**src/logic/fspc_defines.svh**
```systemverilog
`ifndef FSPC_DEFINES_SVH
`define FSPC_DEFINES_SVH

// register word indices, index taken from haddr[4:2]
`define FSPC_IDX_CTRL    3'h0
`define FSPC_IDX_PTR     3'h1
`define FSPC_IDX_DATA    3'h2
`define FSPC_IDX_CMD     3'h3
`define FSPC_IDX_RESULT  3'h4

// control/status bit positions
`define FSPC_B_EN        0
`define FSPC_B_ERASE     1
`define FSPC_B_WRITE     2
`define FSPC_B_LOCKSET   3
`define FSPC_B_REEN      4
`define FSPC_B_BUSY      6
`define FSPC_B_IE        7

// command register bits and result valid bit
`define FSPC_B_STORE     0
`define FSPC_B_LOAD      1
`define FSPC_B_RVALID    8

// pointer fields
`define FSPC_PAGE_MSB    14
`define FSPC_PAGE_LSB    7
`define FSPC_WORD_MSB    6
`define FSPC_WORD_LSB    1
`define FSPC_HALT_PAGE   8'he0

// readout selectors on the pointer
`define FSPC_SEL_FLOW    16'h0000
`define FSPC_SEL_LOCK    16'h0001
`define FSPC_SEL_FEXT    16'h0002
`define FSPC_SEL_FHIGH   16'h0003

// reset values
`define FSPC_LOCK_RST    8'hff
`define FSPC_LOCK_KEEP   2'b11
`define FSPC_EMPTY_WORD  16'hffff

// instruction windows in cycles after the control write
`define FSPC_STORE_WIN   3'h4
`define FSPC_LOAD_LAST   3'h2

// programming time
`define FSPC_CLK_NS      10
`define FSPC_PROG_MIN_NS 3700000
`define FSPC_PROG_MAX_NS 4500000
`define FSPC_PROG_CYC    ((`FSPC_PROG_MIN_NS + `FSPC_CLK_NS - 1) / `FSPC_CLK_NS)
`define FSPC_TMR_W       19

`endif

```
**src/logic/fspc_pkg.sv**
```systemverilog
package fspc_pkg;
	typedef enum logic [1:0] {
		FSPC_OP_NONE,
		FSPC_OP_ERASE,
		FSPC_OP_WRITE,
		FSPC_OP_LOCK
	} fspc_op_type;

	typedef struct packed {
		logic        busy;
		logic        done;
		logic [18:0] cnt;
	} fspc_tmr_type;

	typedef struct packed {
		logic        ap_wr;
		logic        ap_hit;
		logic [2:0]  ap_idx;
		logic [31:0] rdata;
		logic        en;
		logic        erase;
		logic        write;
		logic        lockset;
		logic        reen;
		logic        ie;
		logic        busy;
		logic [2:0]  win;
		logic [15:0] ptr;
		logic [15:0] data;
		logic [7:0]  lock;
		logic [7:0]  result;
		logic        rvalid;
		logic [63:0] loaded;
		fspc_op_type op;
		logic [7:0]  op_page;
		logic        op_halt;
		logic        start;
		logic        normal_load;
		logic [15:0] buf_word;
	} fspc_state_type;
endpackage

```
**src/logic/fspc_timer.sv**
```systemverilog
`timescale 1ns/10ps
`include "fspc_defines.svh"

module fspc_timer
	import fspc_pkg::*;
#(
	parameter logic [`FSPC_TMR_W-1:0] CYCLES = `FSPC_TMR_W'(`FSPC_PROG_CYC)
) (
	input  wire logic hclk,
	input  wire logic hresetn,
	input  wire logic start,
	output logic      busy,
	output logic      done
);
	fspc_tmr_type s, n;

	// counts the flash programming time; a start while busy is ignored
	always_comb begin
		n = s;
		n.done = 1'b0;
		if (s.busy) begin
			if (s.cnt == `FSPC_TMR_W'(1)) begin
				n.busy = 1'b0;
				n.done = 1'b1;
			end else begin
				n.cnt = s.cnt - `FSPC_TMR_W'(1);
			end
		end else if (start) begin
			n.busy = 1'b1;
			n.cnt  = CYCLES;
		end
	end

	always_ff @(posedge hclk or negedge hresetn) begin
		if (!hresetn) begin
			s <= '0;
		end else begin
			s <= n;
		end
	end

	assign busy = s.busy;
	assign done = s.done;
endmodule

```
**src/logic/fspc_ctrl.sv**
```systemverilog
`timescale 1ns/10ps
`include "fspc_defines.svh"

// What this block does
// RULE1 - erase code then store within four cycles erases the pointer's page
// RULE2 - erase uses only the page field; other pointer bits and data ignored
// RULE3 - erase/write of halting section halts the CPU; otherwise halting code readable
// RULE4 - load code then store puts data word into buffer slot by word field
// RULE5 - buffer cleared after page write, on re-enable write and on reset
// RULE6 - software loads each buffer slot only once between clears
// RULE7 - an EEPROM write during page loading discards loaded buffer data
// RULE8 - write code then store programs the buffer into the pointer's page
// RULE9 - interrupt asserted while enabled and the enable bit reads cleared
// RULE10 - erase or write blocks reads of readable section; busy flag set
// RULE11 - busy stays set after completion until re-enable is written
// RULE12 - lock code then store within four cycles sets lock bits from data
// RULE13 - cleared data bits 5..0 program lock bits; pointer ignored
// RULE14 - whole flash stays readable while lock bits program
// RULE15 - EEPROM write busy blocks programming and fuse/lock reads
// RULE16 - software checks EEPROM busy clear before writing control
// RULE17 - pointer one, lock-set and enable, then load within three cycles locks
// RULE18 - lock-set and enable clear after a read or when windows lapse
// RULE19 - with those bits clear, loads behave as normal flash reads
// RULE20 - pointer zero low fuse, three high fuse, two extended fuse
// RULE21 - programmed bits read zero, unprogrammed bits read one
// RULE22 - buffer loads accepted in any order before or after an erase
// RULE23 - erase, write or lock write lasts 3.7 to 4.5 ms
// RULE24 - enable bit stays set during an operation stored before the window's last cycle and clears at its end
module fspc_ctrl
	import fspc_pkg::*;
#(
	parameter logic [`FSPC_TMR_W-1:0] PROG_CYCLES = `FSPC_TMR_W'(`FSPC_PROG_CYC)
) (
	input  wire logic        hclk,
	input  wire logic        hresetn,
	input  wire logic        hsel,
	input  wire logic [31:0] haddr,
	input  wire logic [1:0]  htrans,
	input  wire logic        hwrite,
	input  wire logic [2:0]  hsize,
	input  wire logic [31:0] hwdata,
	input  wire logic        hready,
	output logic             hreadyout,
	output logic             hresp,
	output logic [31:0]      hrdata,
	input  wire logic        eeprom_write_busy,
	input  wire logic        eeprom_write_start,
	input  wire logic [7:0]  fuse_low_byte,
	input  wire logic [7:0]  fuse_high_byte,
	input  wire logic [7:0]  fuse_extended_byte,
	input  wire logic [5:0]  buf_rd_index,
	output logic [15:0]      buf_rd_word,
	output logic             prog_start,
	output logic [1:0]       prog_kind,
	output logic [7:0]       prog_page,
	output logic             prog_busy,
	output logic             cpu_halt,
	output logic             read_section_busy,
	output logic             normal_load,
	output logic             selfprog_irq
);
	fspc_state_type s, n;
	logic [15:0]    buf_mem [64];
	logic           tmr_done;
	logic           tmr_busy;
	logic           ap;
	logic           wr_ctrl;
	logic           wr_ptr;
	logic           wr_data;
	logic           do_store;
	logic           do_load;
	logic           armed_read;
	logic           we;
	logic [5:0]     widx;
	logic [7:0]     zpage;
	logic [5:0]     zword;

	// programming duration from the calibrated clock
	fspc_timer #(
		.CYCLES (PROG_CYCLES)
	) u_timer (
		.hclk    (hclk),
		.hresetn (hresetn),
		.start   (s.start),
		.busy    (tmr_busy),
		.done    (tmr_done)
	);

	// data phase decode of the registered address phase
	assign ap      = hsel && hready && htrans[1];
	assign wr_ctrl = s.ap_wr && s.ap_hit && (s.ap_idx == `FSPC_IDX_CTRL);
	assign wr_ptr  = s.ap_wr && s.ap_hit && (s.ap_idx == `FSPC_IDX_PTR);
	assign wr_data = s.ap_wr && s.ap_hit && (s.ap_idx == `FSPC_IDX_DATA);
	assign do_store = s.ap_wr && s.ap_hit && (s.ap_idx == `FSPC_IDX_CMD)
		&& hwdata[`FSPC_B_STORE];
	assign do_load = s.ap_wr && s.ap_hit && (s.ap_idx == `FSPC_IDX_CMD)
		&& hwdata[`FSPC_B_LOAD];
	assign armed_read = s.en && s.lockset && !s.erase && !s.write
		&& (s.win >= `FSPC_LOAD_LAST) && (s.op == FSPC_OP_NONE);
	assign zpage = s.ptr[`FSPC_PAGE_MSB:`FSPC_PAGE_LSB];
	assign zword = s.ptr[`FSPC_WORD_MSB:`FSPC_WORD_LSB];

	// next state: bus slave, command sequencer and buffer bookkeeping
	always_comb begin
		n = s;
		we = 1'b0;
		widx = zword;
		n.start = 1'b0;
		n.normal_load = 1'b0;
		n.ap_wr = ap && hwrite;
		n.ap_idx = haddr[4:2];
		n.ap_hit = (haddr[31:5] == 27'h0) && (haddr[4:2] <= `FSPC_IDX_RESULT);
		n.rdata = 32'h0;
		if (ap && !hwrite) begin
			unique case (haddr[4:2])
				`FSPC_IDX_CTRL: n.rdata = {24'h0, s.ie, s.busy, 1'b0, s.reen,
					s.lockset, s.write, s.erase, s.en};
				`FSPC_IDX_PTR: n.rdata = {16'h0, s.ptr};
				`FSPC_IDX_DATA: n.rdata = {16'h0, s.data};
				`FSPC_IDX_RESULT: n.rdata = {23'h0, s.rvalid, s.result};
				default: n.rdata = 32'h0;
			endcase
			if (haddr[31:5] != 27'h0) begin
				n.rdata = 32'h0;
			end
		end
		if (wr_ptr) begin
			n.ptr = hwdata[15:0];
		end
		if (wr_data) begin
			n.data = hwdata[15:0];
		end
		// the window counts down once armed
		if (s.win != 3'h0) begin
			n.win = s.win - 3'h1;
		end
		// lapsed window drops the command bits, running ops keep theirs
		if (s.win == 3'h1 && s.op == FSPC_OP_NONE) begin
			n.en = 1'b0; // RULE18
			n.erase = 1'b0;
			n.write = 1'b0;
			n.lockset = 1'b0;
			n.reen = 1'b0;
		end
		// eeprom busy refuses new commands; during an op only the ie bit takes a control write
		if (wr_ctrl) begin
			n.ie = hwdata[`FSPC_B_IE];
			if (!eeprom_write_busy && s.op == FSPC_OP_NONE) begin // RULE15
				n.en = hwdata[`FSPC_B_EN];
				n.erase = hwdata[`FSPC_B_ERASE];
				n.write = hwdata[`FSPC_B_WRITE];
				n.lockset = hwdata[`FSPC_B_LOCKSET];
				n.reen = hwdata[`FSPC_B_REEN];
				n.win = hwdata[`FSPC_B_EN] ? `FSPC_STORE_WIN : 3'h0;
			end
		end
		if (do_store && s.en && s.win != 3'h0 && s.op == FSPC_OP_NONE) begin
			n.win = 3'h0;
			if (s.erase && !s.write && !s.lockset) begin
				n.op = FSPC_OP_ERASE; // RULE1
				n.op_page = zpage; // RULE2
				n.op_halt = zpage >= `FSPC_HALT_PAGE; // RULE3
				n.busy = 1'b1; // RULE10
				n.start = 1'b1;
			end else if (s.write && !s.erase && !s.lockset) begin
				n.op = FSPC_OP_WRITE; // RULE8
				n.op_page = zpage;
				n.op_halt = zpage >= `FSPC_HALT_PAGE;
				n.busy = 1'b1;
				n.start = 1'b1;
			end else if (s.lockset && !s.erase && !s.write) begin
				n.op = FSPC_OP_LOCK; // RULE12
				n.op_page = s.data[7:0]; // RULE13
				n.op_halt = 1'b0; // RULE14
				n.start = 1'b1;
			end else if (s.reen && !s.erase && !s.write) begin
				n.busy = 1'b0; // RULE11
				n.loaded = 64'h0; // RULE5
				n.en = 1'b0;
				n.reen = 1'b0;
			end else if (!s.erase && !s.write && !s.reen) begin
				// a second load into a filled slot is dropped
				if (!s.loaded[zword]) begin // RULE6
					we = 1'b1; // RULE4 RULE22
					n.loaded[zword] = 1'b1;
				end
				n.en = 1'b0;
			end else begin
				n.en = 1'b0;
				n.erase = 1'b0;
				n.write = 1'b0;
				n.lockset = 1'b0;
				n.reen = 1'b0;
			end
		end
		// fuse and lock readout; unmatched pointers read all ones
		if (do_load) begin
			if (armed_read) begin
				n.en = 1'b0; // RULE18
				n.lockset = 1'b0;
				n.win = 3'h0;
				if (!eeprom_write_busy) begin // RULE15
					n.rvalid = 1'b1;
					unique case (s.ptr)
						`FSPC_SEL_FLOW: n.result = fuse_low_byte; // RULE20 RULE21
						`FSPC_SEL_LOCK: n.result = s.lock; // RULE17
						`FSPC_SEL_FEXT: n.result = fuse_extended_byte;
						`FSPC_SEL_FHIGH: n.result = fuse_high_byte;
						default: n.result = 8'hff;
					endcase
				end
			end else if (!(s.en && s.lockset)) begin
				n.normal_load = 1'b1; // RULE19
			end
		end
		// end of a timed operation
		if (tmr_done && s.op != FSPC_OP_NONE) begin
			if (s.op == FSPC_OP_LOCK) begin
				n.lock = s.lock & {`FSPC_LOCK_KEEP, s.op_page[5:0]}; // RULE13
			end
			if (s.op == FSPC_OP_WRITE) begin
				n.loaded = 64'h0; // RULE5
			end
			n.op = FSPC_OP_NONE;
			n.op_halt = 1'b0;
			n.en = 1'b0; // RULE24
			n.erase = 1'b0;
			n.write = 1'b0;
			n.lockset = 1'b0;
		end
		// an eeprom write wipes whatever was loaded so far
		if (eeprom_write_start) begin
			n.loaded = 64'h0; // RULE7
			we = 1'b0;
		end
		n.buf_word = s.loaded[buf_rd_index] ? buf_mem[buf_rd_index]
			: `FSPC_EMPTY_WORD;
	end

	// state register; the loaded mask clearing empties the buffer on reset
	always_ff @(posedge hclk or negedge hresetn) begin
		if (!hresetn) begin
			s <= '0;
			s.lock <= `FSPC_LOCK_RST;
			s.result <= 8'hff;
			s.buf_word <= `FSPC_EMPTY_WORD; // RULE5
		end else begin
			s <= n;
		end
	end

	// buffer words carry no reset: the mask decides what is valid
	always_ff @(posedge hclk) begin
		if (we) begin
			buf_mem[widx] <= s.data;
		end
	end

	assign hreadyout         = 1'b1;
	assign hresp             = 1'b0;
	assign hrdata            = s.rdata;
	assign buf_rd_word       = s.buf_word;
	assign prog_start        = s.start;
	assign prog_kind         = s.op;
	assign prog_page         = s.op_page;
	assign prog_busy         = tmr_busy; // RULE23
	assign cpu_halt          = s.op_halt; // RULE3
	assign read_section_busy = s.busy; // RULE10
	assign normal_load       = s.normal_load;
	// level interrupt: stays high while ie is set and enable reads clear
	assign selfprog_irq      = s.ie && !s.en; // RULE9
endmodule

```
**config.mk**
```make
export PLATFORM = sky130hd
export DESIGN_NAME = fspc_ctrl
export DESIGN_NICKNAME = d
export VERILOG_FILES = /design/src/logic/fspc_pkg.sv /design/src/logic/fspc_timer.sv /design/src/logic/fspc_ctrl.sv
export VERILOG_INCLUDE_DIRS = /design/src /design/src/logic
export SDC_FILE = /design/constraint.sdc
export NUM_CORES = 1
export LEC_CHECK = 0
export BUFFER_PORTS_ARGS = -buffer_cell sky130_fd_sc_hd__buf_2
export CORE_MARGIN = 2
export CORE_UTILIZATION = 35
export CTS_BUF_LIST = sky130_fd_sc_hd__clkbuf_4
export DETAILED_ROUTE_END_ITERATION = 8
export GPL_TIMING_DRIVEN = 0
export PLACE_DENSITY = 0.53
export SKIP_LAST_GASP = 1
export SLEW_MARGIN = 10
export SYNTH_ARGS = -nofsm -noshare
export SYNTH_HDL_FRONTEND = slang
export SYNTH_SLANG_ARGS = --single-unit
```
**constraint.sdc**
```tcl
create_clock -name hclk -period 4 [get_ports hclk]
set_clock_uncertainty 0.2 [all_clocks]
set_input_delay 0 -clock hclk [delete_from_list [all_inputs] [get_ports hclk]]
set_output_delay 0 -clock hclk [all_outputs]
set_load 0.1 [all_outputs]
```
==> impl_metrics.py <==
metrics = {
    "clock_network": {
        "clk_latency_ps": 1250,
        "clock_path_buffers": 4,
        "cts_max_level": 5,
        "cts_tree": "done",
        "cts_sinks": 1216,
        "root_buffer": "clkbuf_4",
        "path_clk_slew_ps": 70,
        "cts_made_buffers": 330,
    },
    "timing": {
        "fmax_mhz": 248,
        "setup_tns_ps": -24.5,
        "period_share": 1.01,
        "tightest_slew_ps": 1140,
        "relSlewSlack": 0.231,
        "rsz0062_at_grt": "true",
        "finalHoldViolCount": 0,
        "worst_slack_ps": -24.5,
        "min_period_ps": 4020,
        "final_max_slew_viol_count": 0,
        "setup_viol": 1,
    },
    "layout": {
        "final_nets": 3474,
        "finalNonFillerCells": 5368,
        "area_delta_synth_final_pct": 21.3,
        "design_area_um2": 59100,
        "fill_cells": 12193,
        "drive_gt1_frac": 0.357,
    },
    "place": {
        "placedCellCount": 4637,
        "postPlaceCellArea_um2": 53100,
        "gp_congestion": 0.905,
        "port_buffers": 128,
        "hpwlAfterDp_um": 93800,
    },
    "synth": {
        "async_flop_share": 0.158,
        "avgSynthCellArea_um2": 18.6,
        "ys_ff_latch": 1216,
        "synth_edf_count": 1024,
        "yosysTopAreaCell": "edfxtp_1",
        "synth_most_common_cell": "edfxtp_1",
        "synth_common_cells": "edfxtp_1, mux4_2, dfrtp_1",
        "netlist_area_um2": 48700,
        "syn_inst": 2624,
        "synthFlopType": "edfxtp_1",
        "synth_top_area_frac": 0.631,
        "synth-warning-count": 0,
        "yosys-top-cells-area": "edfxtp_1, mux4_2, dfrtp_1",
        "yosysSeqAreaShare": 0.730,
        "yosysUniqueCellTypes": 66,
    },
    "floorplanning": {
        "dieArea_um2": 142000,
        "num_rows": 136,
        "io_pins": 172,
        "die_h_um": 377,
        "fp.coreArea_um2": 138000,
        "fp.dieW_um": 377,
        "start_util": 0.354,
    },
    "global_routing": {
        "grt_overflow": 0,
        "grt_first_pass_wirelength_um": 205000,
        "antenna_found_initial": 8,
        "grt_pass1_vias": 30455,
        "grt_max_degree": 114,
        "grt_use_total": 0.200,
    },
    "status": {
        "violations": "negative setup slack",
        "status": "finished, violations left",
    },
    "setup_path": {
        "crit_fanout": 10,
        "crit_path_start_kind": "input port",
        "path_class": "input port to flip-flop",
        "cp.required_ps": 4960,
        "endpoint_kind": "flip-flop",
        "arrival_ps": 4980,
    },
    "route": {
        "wl_um": 141000,
        "routedWlPerCell_um": 26.3,
        "ant_nets": 0,
        "drt-vias-per-instance": 5.40,
        "drc": 0,
        "drtPass1Iterations": 6,
        "num_vias": 28966,
        "initialDrtViolationCount": 2785,
    },
    "worst_hold_path": {
        "holdCritPathClass": "input port to flip-flop",
    },
    "power_and_ir_drop": {
        "powerDensity_nw_per_um2": 425,
        "total_power_uw": 25100,
        "vdd_drop_max_v": 0.000302,
        "p_leak_uw": 0.0230,
    },
    "flow_run": {
        "cap_violations": 0,
    },
}
## final timing paths
check,startpoint,end,slack [ps],cells past startpoint
setup / recovery,buf_rd_index[1],buf_rd_word[2]$_DFF_PN1_,-20,11
hold / removal,hwdata[13],s[139]$_DFFE_PN0P_,100,4
setup reg to reg,s[127]$_DFFE_PN0P_,buf_mem[31][8]$_DFFE_PP_,40,9
hold reg to reg,s[107]$_DFFE_PN1P_,s[107]$_DFFE_PN1P_,270,1
max in group asynchronous,hresetn,s[121]$_DFFE_PN0P_,2340,6
min in group asynchronous,hresetn,u_timer.s[11]$_DFFE_PN0P_,260,5
## layout by cell type, fill, tap and decap left out, types with 47 or more instances in the layout
cell type and n:
clkbuf_4 485, dfrtp_1 146, nand2_1 92, mux4_2 275, dlygate4sd3_1 162, a22o_1 57
nor2_1 81, clkbuf_1 89, edfxtp_1 1024, nand3_1 47, buf_4 92, buf_8 53
a22oi_1 149, a21oi_1 103, buf_2 139
## where the power goes
| group | switching [uW] | internal, uW |
|---|---|---|
| Sequential | 27.1 | 13600 |
| Clock | 4920 | 5540 |
| Combinational | 710 | 340 |
| Total | 5660 | 19500 |
## area by class of cell
type	count	area (um2)	area share
Clock inverter	52	225	0.00381
Clock buffer	485	3640	0.0616
Inverter	12	45.0	0.000762
Multi-Input combinational cell	1192	12500	0.211
Antenna cell	7	17.5	0.000296
Timing Repair Buffer	393	3700	0.0626
Buffer	217	1130	0.0191
Tap cell	1794	2240	0.0380
Sequential cell	1216	35600	0.603
## layer usage
layer	vias to the layer above	wire length [um]	track usage
met3	267	10700	0.0471
met4	6	4580	0.0795
met5	-	40	0
met2	1363	70200	0.332
li1	12276	-	-
met1	15054	55800	0.252
## per-stage QoR
stage / setup WS (ps) / util / hold WS (ps)
CTS: -57.7 / 0.427 / 1.46
finish: -24.5 / 0.429 / 95.0
global placement: -1460 / 0.375 / -25.4
floorplan: 112 / - / -496
detailed placement: -1220 / 0.385 / -152
global route: -73.7 / 0.429 / 3.61
## flip-flops by register name, summed over array words and instances (netlist names)
| name | count |
|---|---|
| u_timer.s | 19 |
| normal_load | 1 |
| read_section_busy | 1 |
| cpu_halt | 1 |
| prog_start | 1 |
| hrdata | 16 |
| s | 125 |
| u_timer.busy | 1 |
| buf_mem | 1024 |
| prog_kind | 2 |
| prog_page | 8 |
| buf_rd_word | 16 |
| u_timer.done | 1 |
## kinds of logic (layout without fill, tap and decap cells)
group                    count (synthesis)  after routing  share of synthesized area
flip-flops                            1216           1216                      0.730
AND/OR/NAND/NOR                        415            415                     0.0424
AO/OA/AOI/OAI                          385            385                     0.0553
multiplexers                           348            348                      0.143
buffers and inverters                  232           1159                     0.0234
XOR/XNOR                                20             20                    0.00359
adder cells (fa/ha/maj)                  6              6                    0.00154
other                                    2             25                   0.000154
## worst max-delay path: stages
cell	delay (ps)
buf_2	100
buf_2	360
clkbuf_1	640
clkdlybuf4s15_1	930
clkdlybuf4s15_1	890
mux4_2	470
a22oi_1	320
a21oi_1	240
a21oi_1	320
nand3_1	120
dlygate4sd3_1	580
## repair_timing
action | 4_1_cts | 5_1_grt
buffers inserted | 13 | 14
setup endpoints to repair | 1069 | 611
pin swaps | 13 | 8
hold endpoints to repair | 1307 | 0
hold buffers | 163 | 0
resized for setup | 46 | 23
cloned | 0 | 0
Power figures use the tool's default switching activity.
